[src/rtl/chip_cfg_pkg.sv]
// shared constants of the chip configuration register bank
// assumes a single core clock domain; serial pins sampled as synchronous inputs
package chip_cfg_pkg;

  localparam int ADDR_W = 15;  // serial command address width
  localparam int DATA_W = 8;   // register width

  // register offsets
  localparam logic [ADDR_W-1:0] OFS_CHIP_CONFIG    = 15'h0002;
  localparam logic [ADDR_W-1:0] OFS_DEVICE_TYPE    = 15'h0003;
  localparam logic [ADDR_W-1:0] OFS_IDENT_LOW      = 15'h0004;
  localparam logic [ADDR_W-1:0] OFS_IDENT_HIGH     = 15'h0005;
  localparam logic [ADDR_W-1:0] OFS_SPEED_GRADE    = 15'h0006;
  localparam logic [ADDR_W-1:0] OFS_CHANNEL_SELECT = 15'h0008;
  localparam logic [ADDR_W-1:0] OFS_SCRATCH        = 15'h000a;
  localparam logic [ADDR_W-1:0] OFS_PORT_REVISION  = 15'h000b;
  localparam logic [ADDR_W-1:0] OFS_MAKER_LOW      = 15'h000c;
  localparam logic [ADDR_W-1:0] OFS_MAKER_HIGH     = 15'h000d;
  localparam logic [ADDR_W-1:0] OFS_SHADOW_COPY    = 15'h000f;

  // channel power mode field codes
  localparam logic [1:0] PWR_NORMAL  = 2'h0;
  localparam logic [1:0] PWR_STANDBY = 2'h2;
  localparam logic [1:0] PWR_DOWN    = 2'h3;

  // field positions
  localparam int CHAN_A_BIT    = 0;
  localparam int CHAN_B_BIT    = 1;
  localparam int COPY_BIT      = 0;
  localparam int GRADE_LSB     = 4;

  // values after reset
  localparam logic [1:0]        RST_POWER_MODE = 2'h0;
  localparam logic [1:0]        RST_CHAN_SEL   = 2'h3;
  localparam logic [DATA_W-1:0] RST_SCRATCH    = 8'h00;

  // cycles the shadow-to-active copy takes before the strobe clears
  localparam int                TRANSFER_CYCLES = 4;
  localparam logic [2:0]        COPY_LAST       = 3'(TRANSFER_CYCLES - 1);

  // serial command framing
  localparam logic [4:0] HDR_BITS   = 5'h10;  // r/w flag plus address
  localparam logic [4:0] FRAME_LAST = 5'h17;  // last bit of a data byte

endpackage

[src/rtl/reg_access_if.sv]
// register access carrier between the serial port front end and the register bank
// assumes both ends run on core_clk
`timescale 1ns/10ps
interface reg_access_if;
  import chip_cfg_pkg::*;

  logic              wrStb;   // one-cycle write pulse
  logic              rdStb;   // one-cycle read request pulse
  logic [ADDR_W-1:0] addr;
  logic [DATA_W-1:0] wrData;
  logic [DATA_W-1:0] rdData;  // held until the next read request

  modport port (output wrStb, output rdStb, output addr, output wrData, input rdData);
  modport regs (input wrStb, input rdStb, input addr, input wrData, output rdData);
endinterface

[src/rtl/serial_ctrl_port.sv]
// serial control port front end: 16-bit header, then streamed data bytes
// assumes sclk is far slower than core_clk and is sampled as an ordinary input
`timescale 1ns/10ps
module serial_ctrl_port
  import chip_cfg_pkg::*;
(
  input  wire logic    core_clk,
  input  wire logic    rst_b,
  input  wire logic    spiCs_b,
  input  wire logic    spiSclk,
  input  wire logic    spiSdi,
  output logic         spiSdo,
  output logic         spiSdoEn,
  reg_access_if.port   bus
);
  import chip_cfg_pkg::*;

  typedef struct packed {
    logic              sclkQ;
    logic [4:0]        bitCnt;
    logic              isRead;
    logic [15:0]       shift;
    logic [ADDR_W-1:0] addr;
    logic              wrStb;
    logic              rdStb;
    logic              sdo;
    logic              sdoEn;
  } port_state_s;

  port_state_s st;
  port_state_s next_st;
  logic        rise;
  logic        fall;
  logic [2:0]  dataBit;

  // frame decode: header bits then bytes, address walks upward
  always_comb begin
    next_st = st;
    rise = spiSclk && !st.sclkQ;
    fall = !spiSclk && st.sclkQ;
    dataBit = 3'(st.bitCnt - HDR_BITS);
    next_st.sclkQ = spiSclk;
    next_st.wrStb = 1'b0;
    next_st.rdStb = 1'b0;
    if (spiCs_b) begin
      next_st.bitCnt = 5'h00;
      next_st.sdoEn = 1'b0;
    end else if (rise) begin
      next_st.shift = {st.shift[14:0], spiSdi};
      next_st.bitCnt = (st.bitCnt == FRAME_LAST) ? HDR_BITS : 5'(st.bitCnt + 5'h01);
      if (st.bitCnt == HDR_BITS - 5'h01) begin
        next_st.isRead = st.shift[14];
        next_st.addr = {st.shift[13:0], spiSdi};
        next_st.rdStb = st.shift[14];
      end else if (st.bitCnt == FRAME_LAST) begin
        next_st.addr = ADDR_W'(st.addr + 1'b1);
        next_st.wrStb = !st.isRead;
        next_st.rdStb = st.isRead;
      end
    end else if (fall && st.isRead && st.bitCnt >= HDR_BITS) begin
      next_st.sdoEn = 1'b1;
      next_st.sdo = bus.rdData[3'h7 - dataBit];
    end
  end

  // state register
  always_ff @(posedge core_clk or negedge rst_b) begin
    if (!rst_b) begin
      st <= '0;
    end else begin
      st <= next_st;
    end
  end

  // write data is the byte just shifted; address of a write is the one before the step
  assign bus.wrStb  = st.wrStb;
  assign bus.rdStb  = st.rdStb;
  assign bus.addr   = st.wrStb ? ADDR_W'(st.addr - 1'b1) : st.addr;
  assign bus.wrData = st.shift[7:0];
  assign spiSdo     = st.sdo;
  assign spiSdoEn   = st.sdoEn;

endmodule

[src/rtl/converter_chip_config_regs.sv]
// chip-level configuration and identification register bank with serial control port
// assumes one core clock; datapath and link honour the enables and copy pulses driven here
`timescale 1ns/10ps

module converter_chip_config_regs
  import chip_cfg_pkg::*;
#(
  parameter logic [7:0] DEVICE_TYPE   = 8'h5a,  // arbitrary value
  parameter logic [7:0] IDENT_LOW     = 8'h11,  // arbitrary value
  parameter logic [7:0] IDENT_HIGH    = 8'h22,  // arbitrary value
  parameter logic [3:0] SPEED_GRADE   = 4'h0,
  parameter logic [7:0] PORT_REVISION = 8'h33,  // arbitrary value
  parameter logic [7:0] MAKER_LOW     = 8'h44,  // arbitrary value
  parameter logic [7:0] MAKER_HIGH    = 8'h55   // arbitrary value
) (
  input  wire logic       core_clk,
  input  wire logic       rst_b,
  input  wire logic       spiCs_b,
  input  wire logic       spiSclk,
  input  wire logic       spiSdi,
  output logic            spiSdo,
  output logic            spiSdoEn,
  input  wire logic       mixerPhaseSyncMode,
  output logic            datapathClkEn,
  output logic            datapathRst_b,
  output logic            linkEn,
  output logic [1:0]      coreSelect,
  output logic            mixerPhaseCopy,
  output logic            programmableFilterCopy,
  output logic            shadowCopy
);
  import chip_cfg_pkg::*;

  typedef struct packed {
    logic [1:0]        powerMode;
    logic [1:0]        chanSel;
    logic [DATA_W-1:0] scratch;
    logic              copyBusy;
    logic [2:0]        copyCnt;
    logic [DATA_W-1:0] rdData;
    logic              dpClkEn;
    logic              dpRst_b;
    logic              linkOn;
    logic              phaseCopy;
    logic              filterCopy;
    logic              syncCopy;
  } cfg_state_s;

  cfg_state_s   st;
  cfg_state_s   next_st;
  logic         copyStart;
  reg_access_if bus ();

  // serial front end
  serial_ctrl_port u_port (
    .core_clk (core_clk),
    .rst_b    (rst_b),
    .spiCs_b  (spiCs_b),
    .spiSclk  (spiSclk),
    .spiSdi   (spiSdi),
    .spiSdo   (spiSdo),
    .spiSdoEn (spiSdoEn),
    .bus      (bus)
  );

  // read decode; reserved bits and unmapped addresses read zero
  function automatic logic [DATA_W-1:0] readByte(input logic [ADDR_W-1:0] a, input cfg_state_s s);
    logic [DATA_W-1:0] v;
    v = '0;
    unique case (a)
      OFS_CHIP_CONFIG:    v = {6'h00, s.powerMode};
      OFS_DEVICE_TYPE:    v = DEVICE_TYPE;
      OFS_IDENT_LOW:      v = IDENT_LOW;
      OFS_IDENT_HIGH:     v = IDENT_HIGH;
      OFS_SPEED_GRADE:    v = {SPEED_GRADE, 4'h0};
      OFS_CHANNEL_SELECT: v = {6'h00, s.chanSel};
      OFS_SCRATCH:        v = s.scratch;
      OFS_PORT_REVISION:  v = PORT_REVISION;
      OFS_MAKER_LOW:      v = MAKER_LOW;
      OFS_MAKER_HIGH:     v = MAKER_HIGH;
      OFS_SHADOW_COPY:    v = {7'h00, s.copyBusy};
      default:            v = '0;
    endcase
    return v;
  endfunction

  // a write of one to the strobe starts or restarts the copy
  assign copyStart = bus.wrStb && bus.addr == OFS_SHADOW_COPY && bus.wrData[COPY_BIT];

  // register writes, copy sequencing and derived controls
  always_comb begin
    next_st = st;
    if (bus.wrStb) begin
      unique case (bus.addr)
        OFS_CHIP_CONFIG:    next_st.powerMode = bus.wrData[1:0];
        OFS_CHANNEL_SELECT: next_st.chanSel = bus.wrData[1:0];
        OFS_SCRATCH:        next_st.scratch = bus.wrData;
        default:            next_st.scratch = st.scratch;
      endcase
    end
    if (bus.rdStb) begin
      next_st.rdData = readByte(bus.addr, st);
    end
    // copy counter; a fresh start wins over the completing clear
    if (copyStart) begin
      next_st.copyBusy = 1'b1;
      next_st.copyCnt = 3'h0;
    end else if (st.copyBusy) begin
      next_st.copyCnt = 3'(st.copyCnt + 3'h1);
      if (st.copyCnt == COPY_LAST) begin
        next_st.copyBusy = 1'b0;
      end
    end
    next_st.syncCopy = copyStart;
    next_st.filterCopy = copyStart;
    next_st.phaseCopy = copyStart && mixerPhaseSyncMode;
    // power mode decode; undocumented code 01 runs as normal
    next_st.dpClkEn = !(next_st.powerMode == PWR_STANDBY || next_st.powerMode == PWR_DOWN);
    next_st.dpRst_b = next_st.powerMode != PWR_DOWN;
    next_st.linkOn = next_st.powerMode != PWR_DOWN;
  end

  // state register
  always_ff @(posedge core_clk or negedge rst_b) begin
    if (!rst_b) begin
      st <= '0;
      st.powerMode <= RST_POWER_MODE;
      st.chanSel <= RST_CHAN_SEL;
      st.scratch <= RST_SCRATCH;
      st.dpClkEn <= 1'b1;
      st.dpRst_b <= 1'b1;
      st.linkOn <= 1'b1;
    end else begin
      st <= next_st;
    end
  end

  // outputs straight from the state flops
  assign bus.rdData             = st.rdData;
  assign datapathClkEn          = st.dpClkEn;
  assign datapathRst_b          = st.dpRst_b;
  assign linkEn                 = st.linkOn;
  assign coreSelect             = st.chanSel;
  assign mixerPhaseCopy         = st.phaseCopy;
  assign programmableFilterCopy = st.filterCopy;
  assign shadowCopy             = st.syncCopy;

  // power mode effects
  a_standby_clocks: assert property (@(posedge core_clk) disable iff (!rst_b)
    st.powerMode == PWR_STANDBY |-> !datapathClkEn && linkEn && datapathRst_b)
    else $error("standby does not gate clocks with link running");
  a_powerdown_all: assert property (@(posedge core_clk) disable iff (!rst_b)
    st.powerMode == PWR_DOWN |-> !datapathClkEn && !datapathRst_b && !linkEn)
    else $error("power-down does not stop datapath and link");
  a_normal_running: assert property (@(posedge core_clk) disable iff (!rst_b)
    st.powerMode == PWR_NORMAL |-> datapathClkEn && datapathRst_b && linkEn)
    else $error("normal mode does not run datapath");

  // channel selection follows the written bits
  a_core_b_select: assert property (@(posedge core_clk) disable iff (!rst_b)
    bus.wrStb && bus.addr == OFS_CHANNEL_SELECT |=> coreSelect[CHAN_B_BIT] == $past(bus.wrData[CHAN_B_BIT]))
    else $error("core B select not updated");
  a_core_a_select: assert property (@(posedge core_clk) disable iff (!rst_b)
    bus.wrStb && bus.addr == OFS_CHANNEL_SELECT |=> coreSelect[CHAN_A_BIT] == $past(bus.wrData[CHAN_A_BIT]))
    else $error("core A select not updated");

  // scratch byte stores the written byte and leaves the other settings alone
  a_scratch_store: assert property (@(posedge core_clk) disable iff (!rst_b)
    bus.wrStb && bus.addr == OFS_SCRATCH |=> st.scratch == $past(bus.wrData))
    else $error("scratch does not hold the written byte");
  a_scratch_isolated: assert property (@(posedge core_clk) disable iff (!rst_b)
    bus.wrStb && bus.addr == OFS_SCRATCH |=> $stable(st.powerMode) && $stable(st.chanSel))
    else $error("scratch write changed another setting");

  // copy pulses
  a_phase_gated: assert property (@(posedge core_clk) disable iff (!rst_b)
    copyStart |=> mixerPhaseCopy == $past(mixerPhaseSyncMode))
    else $error("mixer phase copy not gated by sync mode");
  a_filter_move: assert property (@(posedge core_clk) disable iff (!rst_b)
    copyStart |=> programmableFilterCopy && st.copyBusy)
    else $error("filter copy pulse missing");
  a_sync_pulse: assert property (@(posedge core_clk) disable iff (!rst_b)
    shadowCopy |-> $past(copyStart) && !$past(shadowCopy))
    else $error("shadow copy pulse without strobe write");
  a_no_stray_copy: assert property (@(posedge core_clk) disable iff (!rst_b)
    !copyStart |=> !shadowCopy && !programmableFilterCopy && !mixerPhaseCopy)
    else $error("copy pulse without strobe write");

  // strobe self-clear timing
  a_strobe_clears: assert property (@(posedge core_clk) disable iff (!rst_b)
    copyStart ##1 (!copyStart)[*4] |-> st.copyBusy ##1 !st.copyBusy)
    else $error("strobe does not clear after copy");
  a_strobe_readback: assert property (@(posedge core_clk) disable iff (!rst_b)
    bus.rdStb && bus.addr == OFS_SHADOW_COPY |=> bus.rdData == {7'h00, $past(st.copyBusy)})
    else $error("strobe read does not show copy progress");

  // identification reads return the fixed value
  a_ident_fixed: assert property (@(posedge core_clk) disable iff (!rst_b)
    bus.rdStb && bus.addr == OFS_IDENT_LOW |=> bus.rdData == IDENT_LOW)
    else $error("identification register altered");
  a_type_fixed: assert property (@(posedge core_clk) disable iff (!rst_b)
    bus.rdStb && bus.addr == OFS_DEVICE_TYPE |=> bus.rdData == DEVICE_TYPE)
    else $error("device type register altered");
  a_maker_fixed: assert property (@(posedge core_clk) disable iff (!rst_b)
    bus.rdStb && bus.addr == OFS_MAKER_HIGH |=> bus.rdData == MAKER_HIGH)
    else $error("maker register altered");
  a_revision_fixed: assert property (@(posedge core_clk) disable iff (!rst_b)
    bus.rdStb && bus.addr == OFS_PORT_REVISION |=> bus.rdData == PORT_REVISION)
    else $error("port revision register altered");

endmodule

[config.mk]
export PLATFORM = sky130hd
export DESIGN_NAME = converter_chip_config_regs
export DESIGN_NICKNAME = d
export VERILOG_FILES = /design/src/rtl/chip_cfg_pkg.sv /design/src/rtl/reg_access_if.sv /design/src/rtl/serial_ctrl_port.sv /design/src/rtl/converter_chip_config_regs.sv
export SDC_FILE = /design/constraint.sdc
export NUM_CORES = 1
export LEC_CHECK = 0
export ABC_AREA = 0
export BUFFER_PORTS_ARGS = -buffer_cell sky130_fd_sc_hd__buf_4
export CAP_MARGIN = 20
export CORE_AREA = 2 2 87 89
export DETAILED_ROUTE_END_ITERATION = 8
export DIE_AREA = 0 0 89 91
export PLACE_DENSITY = 0.74
export SLEW_MARGIN = 5
export SYNTH_ARGS = -nofsm -noshare
export SYNTH_HDL_FRONTEND = slang
export SYNTH_SLANG_ARGS = --single-unit
[constraint.sdc]
create_clock -name core_clk -period 7.25 [get_ports core_clk]
set_input_delay 1.45 -clock core_clk [delete_from_list [all_inputs] [get_ports core_clk]]
set_output_delay 1.45 -clock core_clk [all_outputs]
set_load 0.02 [all_outputs]
Word-level counts from Yosys, hierarchy flattened --
Cells that the tools add are included. Widths: inputs -> output; s select.
Storage, ports and cells: flip-flop bits (word level) 70, input bits 6, word-level logic and storage cells 92
Cells by class: add/sub/neg operators 6, magnitude comparators 2, equal/unequal tests 17, multiplexer cells 23, bitwise logic cells 2, reductions and logical operators 23
Operators with widths (number):
- $eq 15x4->1 const B | 6
- $pmux 8 s10 | 1
- $mux 39 | 1
- $eq 15x2->1 const B | 2
- $eq 15x3->1 const B | 2
- $mux 15 | 2
- $mux 17 | 1
- $add 15x1->15 const B | 1
- $sub 15x1->15 const B | 1
- $mux 12 | 1
- $mux 5 | 2
- $reduce_and 3->1 | 3
- $mux 2 | 4
- $mux 4 | 2
- $mux 8 | 1
- $reduce_and 2->1 | 4
- $reduce_bool 2->1 | 4
- $logic_and 1x1->1 | 7
- $mux 1 | 6
- $add 5x1->5 const B | 1
- $eq 5x4->1 const B | 1
- $eq 5x5->1 const B | 1
- $ge 5x5->1 const B | 1
- $eq 2x2->1 const B | 2
- 11 further kinds | 16

Longest topological paths before layout --
Gate-level depths: netlist (run 1).
depth after elaboration 8, gate-level depth with buffers 11, depth with buffers taken out 8

By module --
A second synthesis (run 1) with hierarchy kept.
Second synthesis, totals: cells, all modules 421, area, all modules 3936.3 um^2
Modules (own cells, without submodules):
- serial_ctrl_port | instances 1, cells each 285, area each 2461.1 um^2
- converter_chip_config_regs | instances 1, cells each 136, area each 1475.2 um^2

Worst setup path before layout (run 1) --
OpenSTA, ideal clock, no wires.
kind input port to flip-flop, start point input port spiSclk, end point register u_port.st[4] (netlist bit), setup time 132 ps, arrival 2597 ps, data required time 7118 ps, setup slack 4520 ps, cell stages on the path 6, path buffers 1, cells stage by stage nand2b_1 -> nor2_1 -> nand4_1 -> clkbuf_1 -> a211oi_1 -> a21oi_1
On the way: cells in the longest elaborated chain, start to end 2
Ends and longest elaborated chain:
- start, declared | line converter_chip_config_regs.sv:19 | input wire logic spiSclk,
- $logic_and 1x1->1 | line serial_ctrl_port.sv:39 | rise = spiSclk && !st.sclkQ;
- $reduce_and 3->1 (no source line)
- end signal, assigned | line serial_ctrl_port.sv:71 | st <= next_st;
- end, declared | line serial_ctrl_port.sv:30 | port_state_s st;
Every way passes these cells. A chain may end at the register's enable or synchronous reset.

Worst setup path in the final report (run 1) --
start point register u_port.st[4] (netlist bit), end point register st[22] (netlist bit)
On the way: cells in the longest elaborated chain, start to end 4
Ends and longest elaborated chain:
- $sub 15x1->15 | line serial_ctrl_port.sv:78 | assign bus.addr = st.wrStb ? ADDR_W'(st.addr - 1'b1) : st.addr;
- $mux 15 (*) | line serial_ctrl_port.sv:78
- $eq 15x4->1 (*) | line converter_chip_config_regs.sv:94 | unique case (bus.addr)
- $reduce_and 2->1 (no source line) (*)
- end signal, assigned | line converter_chip_config_regs.sv:134 | st <= next_st;
- end, declared | line converter_chip_config_regs.sv:49 | cfg_state_s st;
Every way passes the cells marked *; elsewhere a longest branch is shown, timed or not.

==> results of run 1 <==
-- power groups by stage --
stage / clock network (mW) / logic (mW) / registers [mW]
after floorplan: 0 / 0.0278 / 0.434
after global placement: 0 / 0.0396 / 0.451
after detailed placement: 0 / 0.0409 / 0.452
after CTS: 0.367 / 0.0416 / 0.445
after global routing: 0.386 / 0.0457 / 0.449
final: 0.363 / 0.0405 / 0.444
-- synth_stat cells, types with 5 or more instances --
master / n / share of area, %
dfrtp_1: 65 / 43
nor2_1: 34 / 3.3
nand2_1: 23 / 2.3
o21ai_0: 20 / 2.6
inv_1: 17 / 1.7
mux2_2: 17 / 5.0
o21ai_1: 13 / 1.7
clkbuf_1: 12 / 1.2
a21oi_1: 11 / 1.4
and3_1: 10 / 1.6
nand3_1: 10 / 1.3
nor3_1: 9 / 1.2
a22oi_1: 8 / 1.6
mux2_4: 8 / 3.1
xnor2_1: 8 / 1.8
buf_2: 7 / 0.92
a31oi_1: 6 / 0.98
ha_1: 6 / 2.0
mux2_1: 5 / 1.5
mux2i_1: 5 / 1.3
o211ai_1: 5 / 0.98
-- metrics by stage --
| stage | util (%) | worst slack, ns |
|---|---|---|
| 4_1_cts | 58.4 | 3.88 |
| 5_1_grt | 58.6 | 3.71 |
| 6_report | 58.6 | 3.91 |
| 2_1_floorplan | - | 4.52 |
| 3_3_place_gp | 55.1 | 3.66 |
| 3_5_place_dp | 55.1 | 3.52 |
-- logic make-up (layout without fill, tap and decap cells) --
| group | count (synthesis) | after routing | share of synthesized area, % |
|---|---|---|---|
| and+or+nand+nor | 121 | 121 | 17.9 |
| AOI/OAI and AO/OA | 87 | 87 | 14.6 |
| DFF | 69 | 69 | 45.3 |
| buffers and inverters | 42 | 50 | 5.14 |
| muxes | 37 | 37 | 12.1 |
| xor gates and xnor gates | 12 | 12 | 2.95 |
| adders and majority gates | 6 | 6 | 1.96 |
-- layout make-up --
class                   instances  share of cell area [%]
multi-input cells             263                    45.3
flip-flops and latches         69                    41.4
clock buffers                  11                    3.62
repair buffers                 17                    3.23
well taps                      99                    2.96
clock inverters                 5                    1.95
inverters                      17                    1.53
-- per-layer routing --
metal,up-vias,routed length (um),GRT usage (%)
met2,83,3860,33.6
met3,13,348,3.36
met5,-,0,0
li1,1363,-,-
met1,1401,3590,29.7
met4,0,138,8.08
-- registers in the layout, summed over array words and instances, names as in the netlist, 2 cells and up --
name / count
u_port.bus.wrData: 8
bus.rdData: 8
u_port.st: 29
coreSelect: 2
st: 14
-- final timing paths --
| kind | startpoint | to |
|---|---|---|
| min in group asynchronous | rst_b | u_port.st[5] |
| max reg2reg | u_port.st[4] | st[22] |
| min | st[29] | datapathClkEn |
| min reg2reg | st[29] | datapathClkEn |
| max in group asynchronous | rst_b | u_port.st[10] |
| max | u_port.st[4] | st[22] |
-- placed cells by master (no fill, tap or decap), types with 11 or more instances in the layout --
master / count
o21ai_1: 13
inv_1: 17
a21oi_1: 11
buf_4: 16
dfrtp_1: 65
o21ai_0: 20
mux2_2: 17
nor2_1: 34
clkbuf_8: 11
nand2_1: 23
-- worst register-to-register path, stage by stage, from the launching register on --
cell      delay [ns]
dfrtp_1         0.66
inv_1           0.18
ha_1            0.34
and4bb_1        0.24
xnor2_1         0.16
nand3_1         0.11
a211oi_2        0.84
nand3_4         0.32
mux2_4          0.37
==> results.yml, run 1 <==
status:
  outcome: "finished, final reports clean"
cells_and_area:
  syn_to_final_growth_pct: 9.40
  register_area_sq_mm: 0.00173
  antenna_cells: 0
  multi_input_area_sq_mm: 0.00189
  final_cell_area_sq_mm: 0.00418
  layout-drive-gt1-share_pct: 19.6
  final_cell_count_no_fill: 481
  finalNetCount: 389
  filler_cell_count: 629
timing:
  rsz0062_at_grt: "no"
  finalHoldViolCount: 0
  finalCriticalPeriod_ns: 3.34
  finalCritPeriodShare_pct: 46.1
  hold-worst-slack_ns: 0.484
  slew_headroom_pct: 33.3
  fmax_mhz: 299
  tightest_slew_ns: 0.999
  slew_viol_final: 0
  setup_viol: 0
  clock_skew_ns: 0.00482
  fin_tns_setup_ns: 0
floorplan:
  die_y_um: 91
  initial_core_util_pct: 53.5
  die_area_sq_mm: 0.00810
  core_region_area_sq_mm: 0.00714
  die_width_um: 89
  num_io_pins: 16
  rows: 31
synthesis:
  synth_edf_count: 0
  synth-main-ff-cell: "dfrtp_1"
  async_flop_share_pct: 100
  seq_area_frac_synth_pct: 45.3
  ys_ff_latch: 69
  synthCells: 374
  syn_nets: 386
  synth.distinct_cells: 62
  synth.avg_cell_area_sq_um: 10.2
  yosysWarnings: 0
  synthesis.area_sq_mm: 0.00382
power:
  seq_power_share_pct: 52.4
  pwr-share-comb_pct: 4.8
  sw_frac_of_total_pct: 24.0
  power_leakage_nw: 1.90
  p_sw_mw: 0.204
  p_per_area_mw_per_mm2: 203
  p_clk_share_pct: 42.9
  p_total_mw: 0.848
  ir_drop_uv: 88.7
  p_int_mw: 0.645
route:
  wire_per_inst_um: 16.5
  drtIter0Drc: 244
  wl_mm: 7.93
  first_pass_iters: 5
  viasPerCell: 5.95
  vias: 2860
  ant_nets: 0
  drc: 0
setup_path:
  cp.arrival_ns: 3.58
  path_class: "flop to flop"
  critPathMaxStageDelay_ns: 0.84
  end_kind: "flop"
  path_cells: "inv_1 > ha_1 > and4bb_1 > xnor2_1 > nand3_1 > a211oi_2 > nand3_4 > mux2_4"
  path_delay_family: "compound AO/OA/AOI/OAI gates"
  worst_setup_path_start_kind: "flop"
  required_ns: 7.49
  cp.depth: 8
  reg2reg_slack_ns: 3.91
  rr_worst_depth: 8
  cp_max_fo: 12
  crit_path_top_delay_cell: "a211oi_2"
  critPathBufInv: 1
place:
  hpwlAfterDp_mm: 5.46
  placed_cell_area_sq_mm: 0.00393
  place_congestion: 0.870
  dp.cells: 464
  port_buffers: 15
worst_hold_path:
  min_path_type: "flop to flop"
  holdPathStages: 1
global_route:
  grt_pass1_wl_mm: 13.6
  antenna_found_initial: 0
  grt_usage_pct: 21.4
  grt_pass1_vias: 2755
  overflow: 0
  grt_max_degree: 70
clock_network:
  cts_resized: 0
  clk_path_buf_depth: 2
  ctsHoldBuffers: 0
  root_buffer: "clkbuf_8"
  cts_made_buffers: 9
  cts_tree: "yes"
  htreeDepth: 3
  cts.clk_slew.worst_paths_ns: 0.07
  clock_sinks: 69
  cts_setup_buffers: 0
  clock_latency_ns: 0.35
run:
  drv_cap: 0
No activity file was read; power rests on OpenSTA's default activity.
==> inputs of run 2 (changes only) <==
==> constraint.sdc (replaced) <==
create_clock -name core_clk -period 3.44 [get_ports core_clk]
set_input_delay 0.688 -clock core_clk [delete_from_list [all_inputs] [get_ports core_clk]]
set_output_delay 0.688 -clock core_clk [all_outputs]
set_load 0.02 [all_outputs]
==> results.yml, run 2 (synthesis results as in run 1) <==
global_route:
  grt_pass1_vias: 2672
  grt_pass1_wl_mm: 13.1
  grt_max_degree: 70
  overflow: 0
  antenna_found_initial: 0
  grt_usage_pct: 20.8
run:
  drv_cap: 0
place:
  hpwlAfterDp_mm: 5.41
  port_buffers: 15
  place_congestion: 0.935
cells_and_area:
  register_area_sq_mm: 0.00173
  final_common_cell: "dfrtp_1"
  top_regs: "u_port.st: 29 flops, st: 14 flops"
  multi_input_area_sq_mm: 0.00189
  antenna_cells: 0
  layout-drive-gt1-share_pct: 19.2
  filler_cell_count: 641
  finalNetCount: 392
  syn_to_final_growth_pct: 8.61
  layout_common_cells: "dfrtp_1 (65), nor2_1 (34), nand2_1 (23)"
  regMostFlops: "u_port.st"
  largest_reg_flops: 29
  fin_util_pct: 58.2
setup_path:
  end_kind: "flop"
  cp.arrival_ns: 3.09
  required_ns: 3.66
  path_class: "flop to flop"
  worst_setup_path_start_kind: "flop"
  cp_max_fo: 12
route:
  first_pass_iters: 5
  wl_mm: 7.73
  ant_nets: 0
  drtIter0Drc: 196
  viasPerCell: 5.87
  wire_per_inst_um: 16.0
  vias: 2841
  drc: 0
power:
  power_leakage_nw: 1.89
  ir_drop_uv: 200
  p_per_area_mw_per_mm2: 400
floorplan:
  die_area_sq_mm: 0.00810
  initial_core_util_pct: 53.5
  core_region_area_sq_mm: 0.00714
  num_io_pins: 16
  die_y_um: 91
  rows: 31
  die_width_um: 89
timing:
  fmax_mhz: 349
  slew_headroom_pct: 43.0
  rsz0062_at_grt: "no"
  setup_viol: 0
  finalCriticalPeriod_ns: 2.87
  finalHoldViolCount: 0
  tightest_slew_ns: 0.855
  finalCritPeriodShare_pct: 83.4
  slew_viol_final: 0
  clock_skew_ns: 0.0134
  fin_tns_setup_ns: 0
clock_network:
  cts.clk_slew.worst_paths_ns: 0.07
  ctsHoldBuffers: 0
  cts_setup_buffers: 0
  clock_sinks: 69
  clk_path_buf_depth: 2
  cts_tree: "yes"
  clock_latency_ns: 0.34
  htreeDepth: 3
  cts_made_buffers: 9
  cts_resized: 0
  root_buffer: "clkbuf_8"
status:
  outcome: "finished, final reports clean"
worst_hold_path:
  min_path_type: "primary input to asynchronous set/reset pin"
## run 2: changes by cell type in the layout (fill, tap and decap cells not counted)
| cell | change |
|---|---|
| inv_6 | -1 |
| buf_8 | -1 |
| clkbuf_1 | +4 |
| buf_4 | +4 |
| bufinv_16 | -1 |
| clkinvlp_4 | -1 |
| clkbuf_8 | -1 |
## run 2: worst max-delay path, stage by stage, from the launching register on
cell and delay (ns):
dfrtp_1 0.63, inv_1 0.15, ha_1 0.32, and4bb_1 0.24, xnor2_1 0.13, nand3_1 0.11, a211oi_2 0.54, nand3_4 0.28
mux2_4 0.36
## run 2: per-stage QoR
step	area, sq um	hold WS [ns]	cells	setup WS [ns]	power (mW)
2_1_floorplan	3820	0.392	374	1.10	0.974
3_3_place_gp	3960	0.468	468	0.691	1.03
3_5_place_dp	3960	0.469	468	0.579	1.03
4_1_cts	4150	0.458	484	0.546	1.68
5_1_grt	4150	0.464	484	0.347	1.74
6_report	4150	0.452	484	0.571	1.66
## run 2: path summary, 6_finish.rpt
path,start,endpoint,slack (ns),depth (start not counted)
worst max-delay path,u_port.st[4],st[24],0.57,8
min in group core_clk,spiSclk,u_port.st[41],0.47,1
worst min-delay path,rst_b,st[29],0.45,1
max in group asynchronous,rst_b,u_port.bus.wrData[0],2.42,1
worst min register to register,st[29],datapathClkEn,0.47,1
worst max register to register,u_port.st[4],st[24],0.57,8
## run 2: routing by layer
layer | vias to the layer above | routed length, um | track usage (%)
met5 | - | 0 | 0
met4 | 0 | 152 | 9.08
met3 | 15 | 324 | 3.73
met2 | 73 | 3600 | 29.8
met1 | 1387 | 3660 | 30.6
li1 | 1366 | - | -
## run 2: power by group
group | switching [mW] | total (mW) | internal (mW)
logic | 0.0353 | 0.0832 | 0.0479
registers | 0.0692 | 0.931 | 0.862
clock network | 0.289 | 0.645 | 0.355
## run 2: final cells by class
class	instances	share of cell area, %
Sequential cell	69	41.7
Tap cell	99	2.98
Inverter	17	1.54
Clock buffer	14	3.68
Multi-Input combinational cell	263	45.6
Clock inverter	2	0.844
Timing Repair Buffer	20	3.62
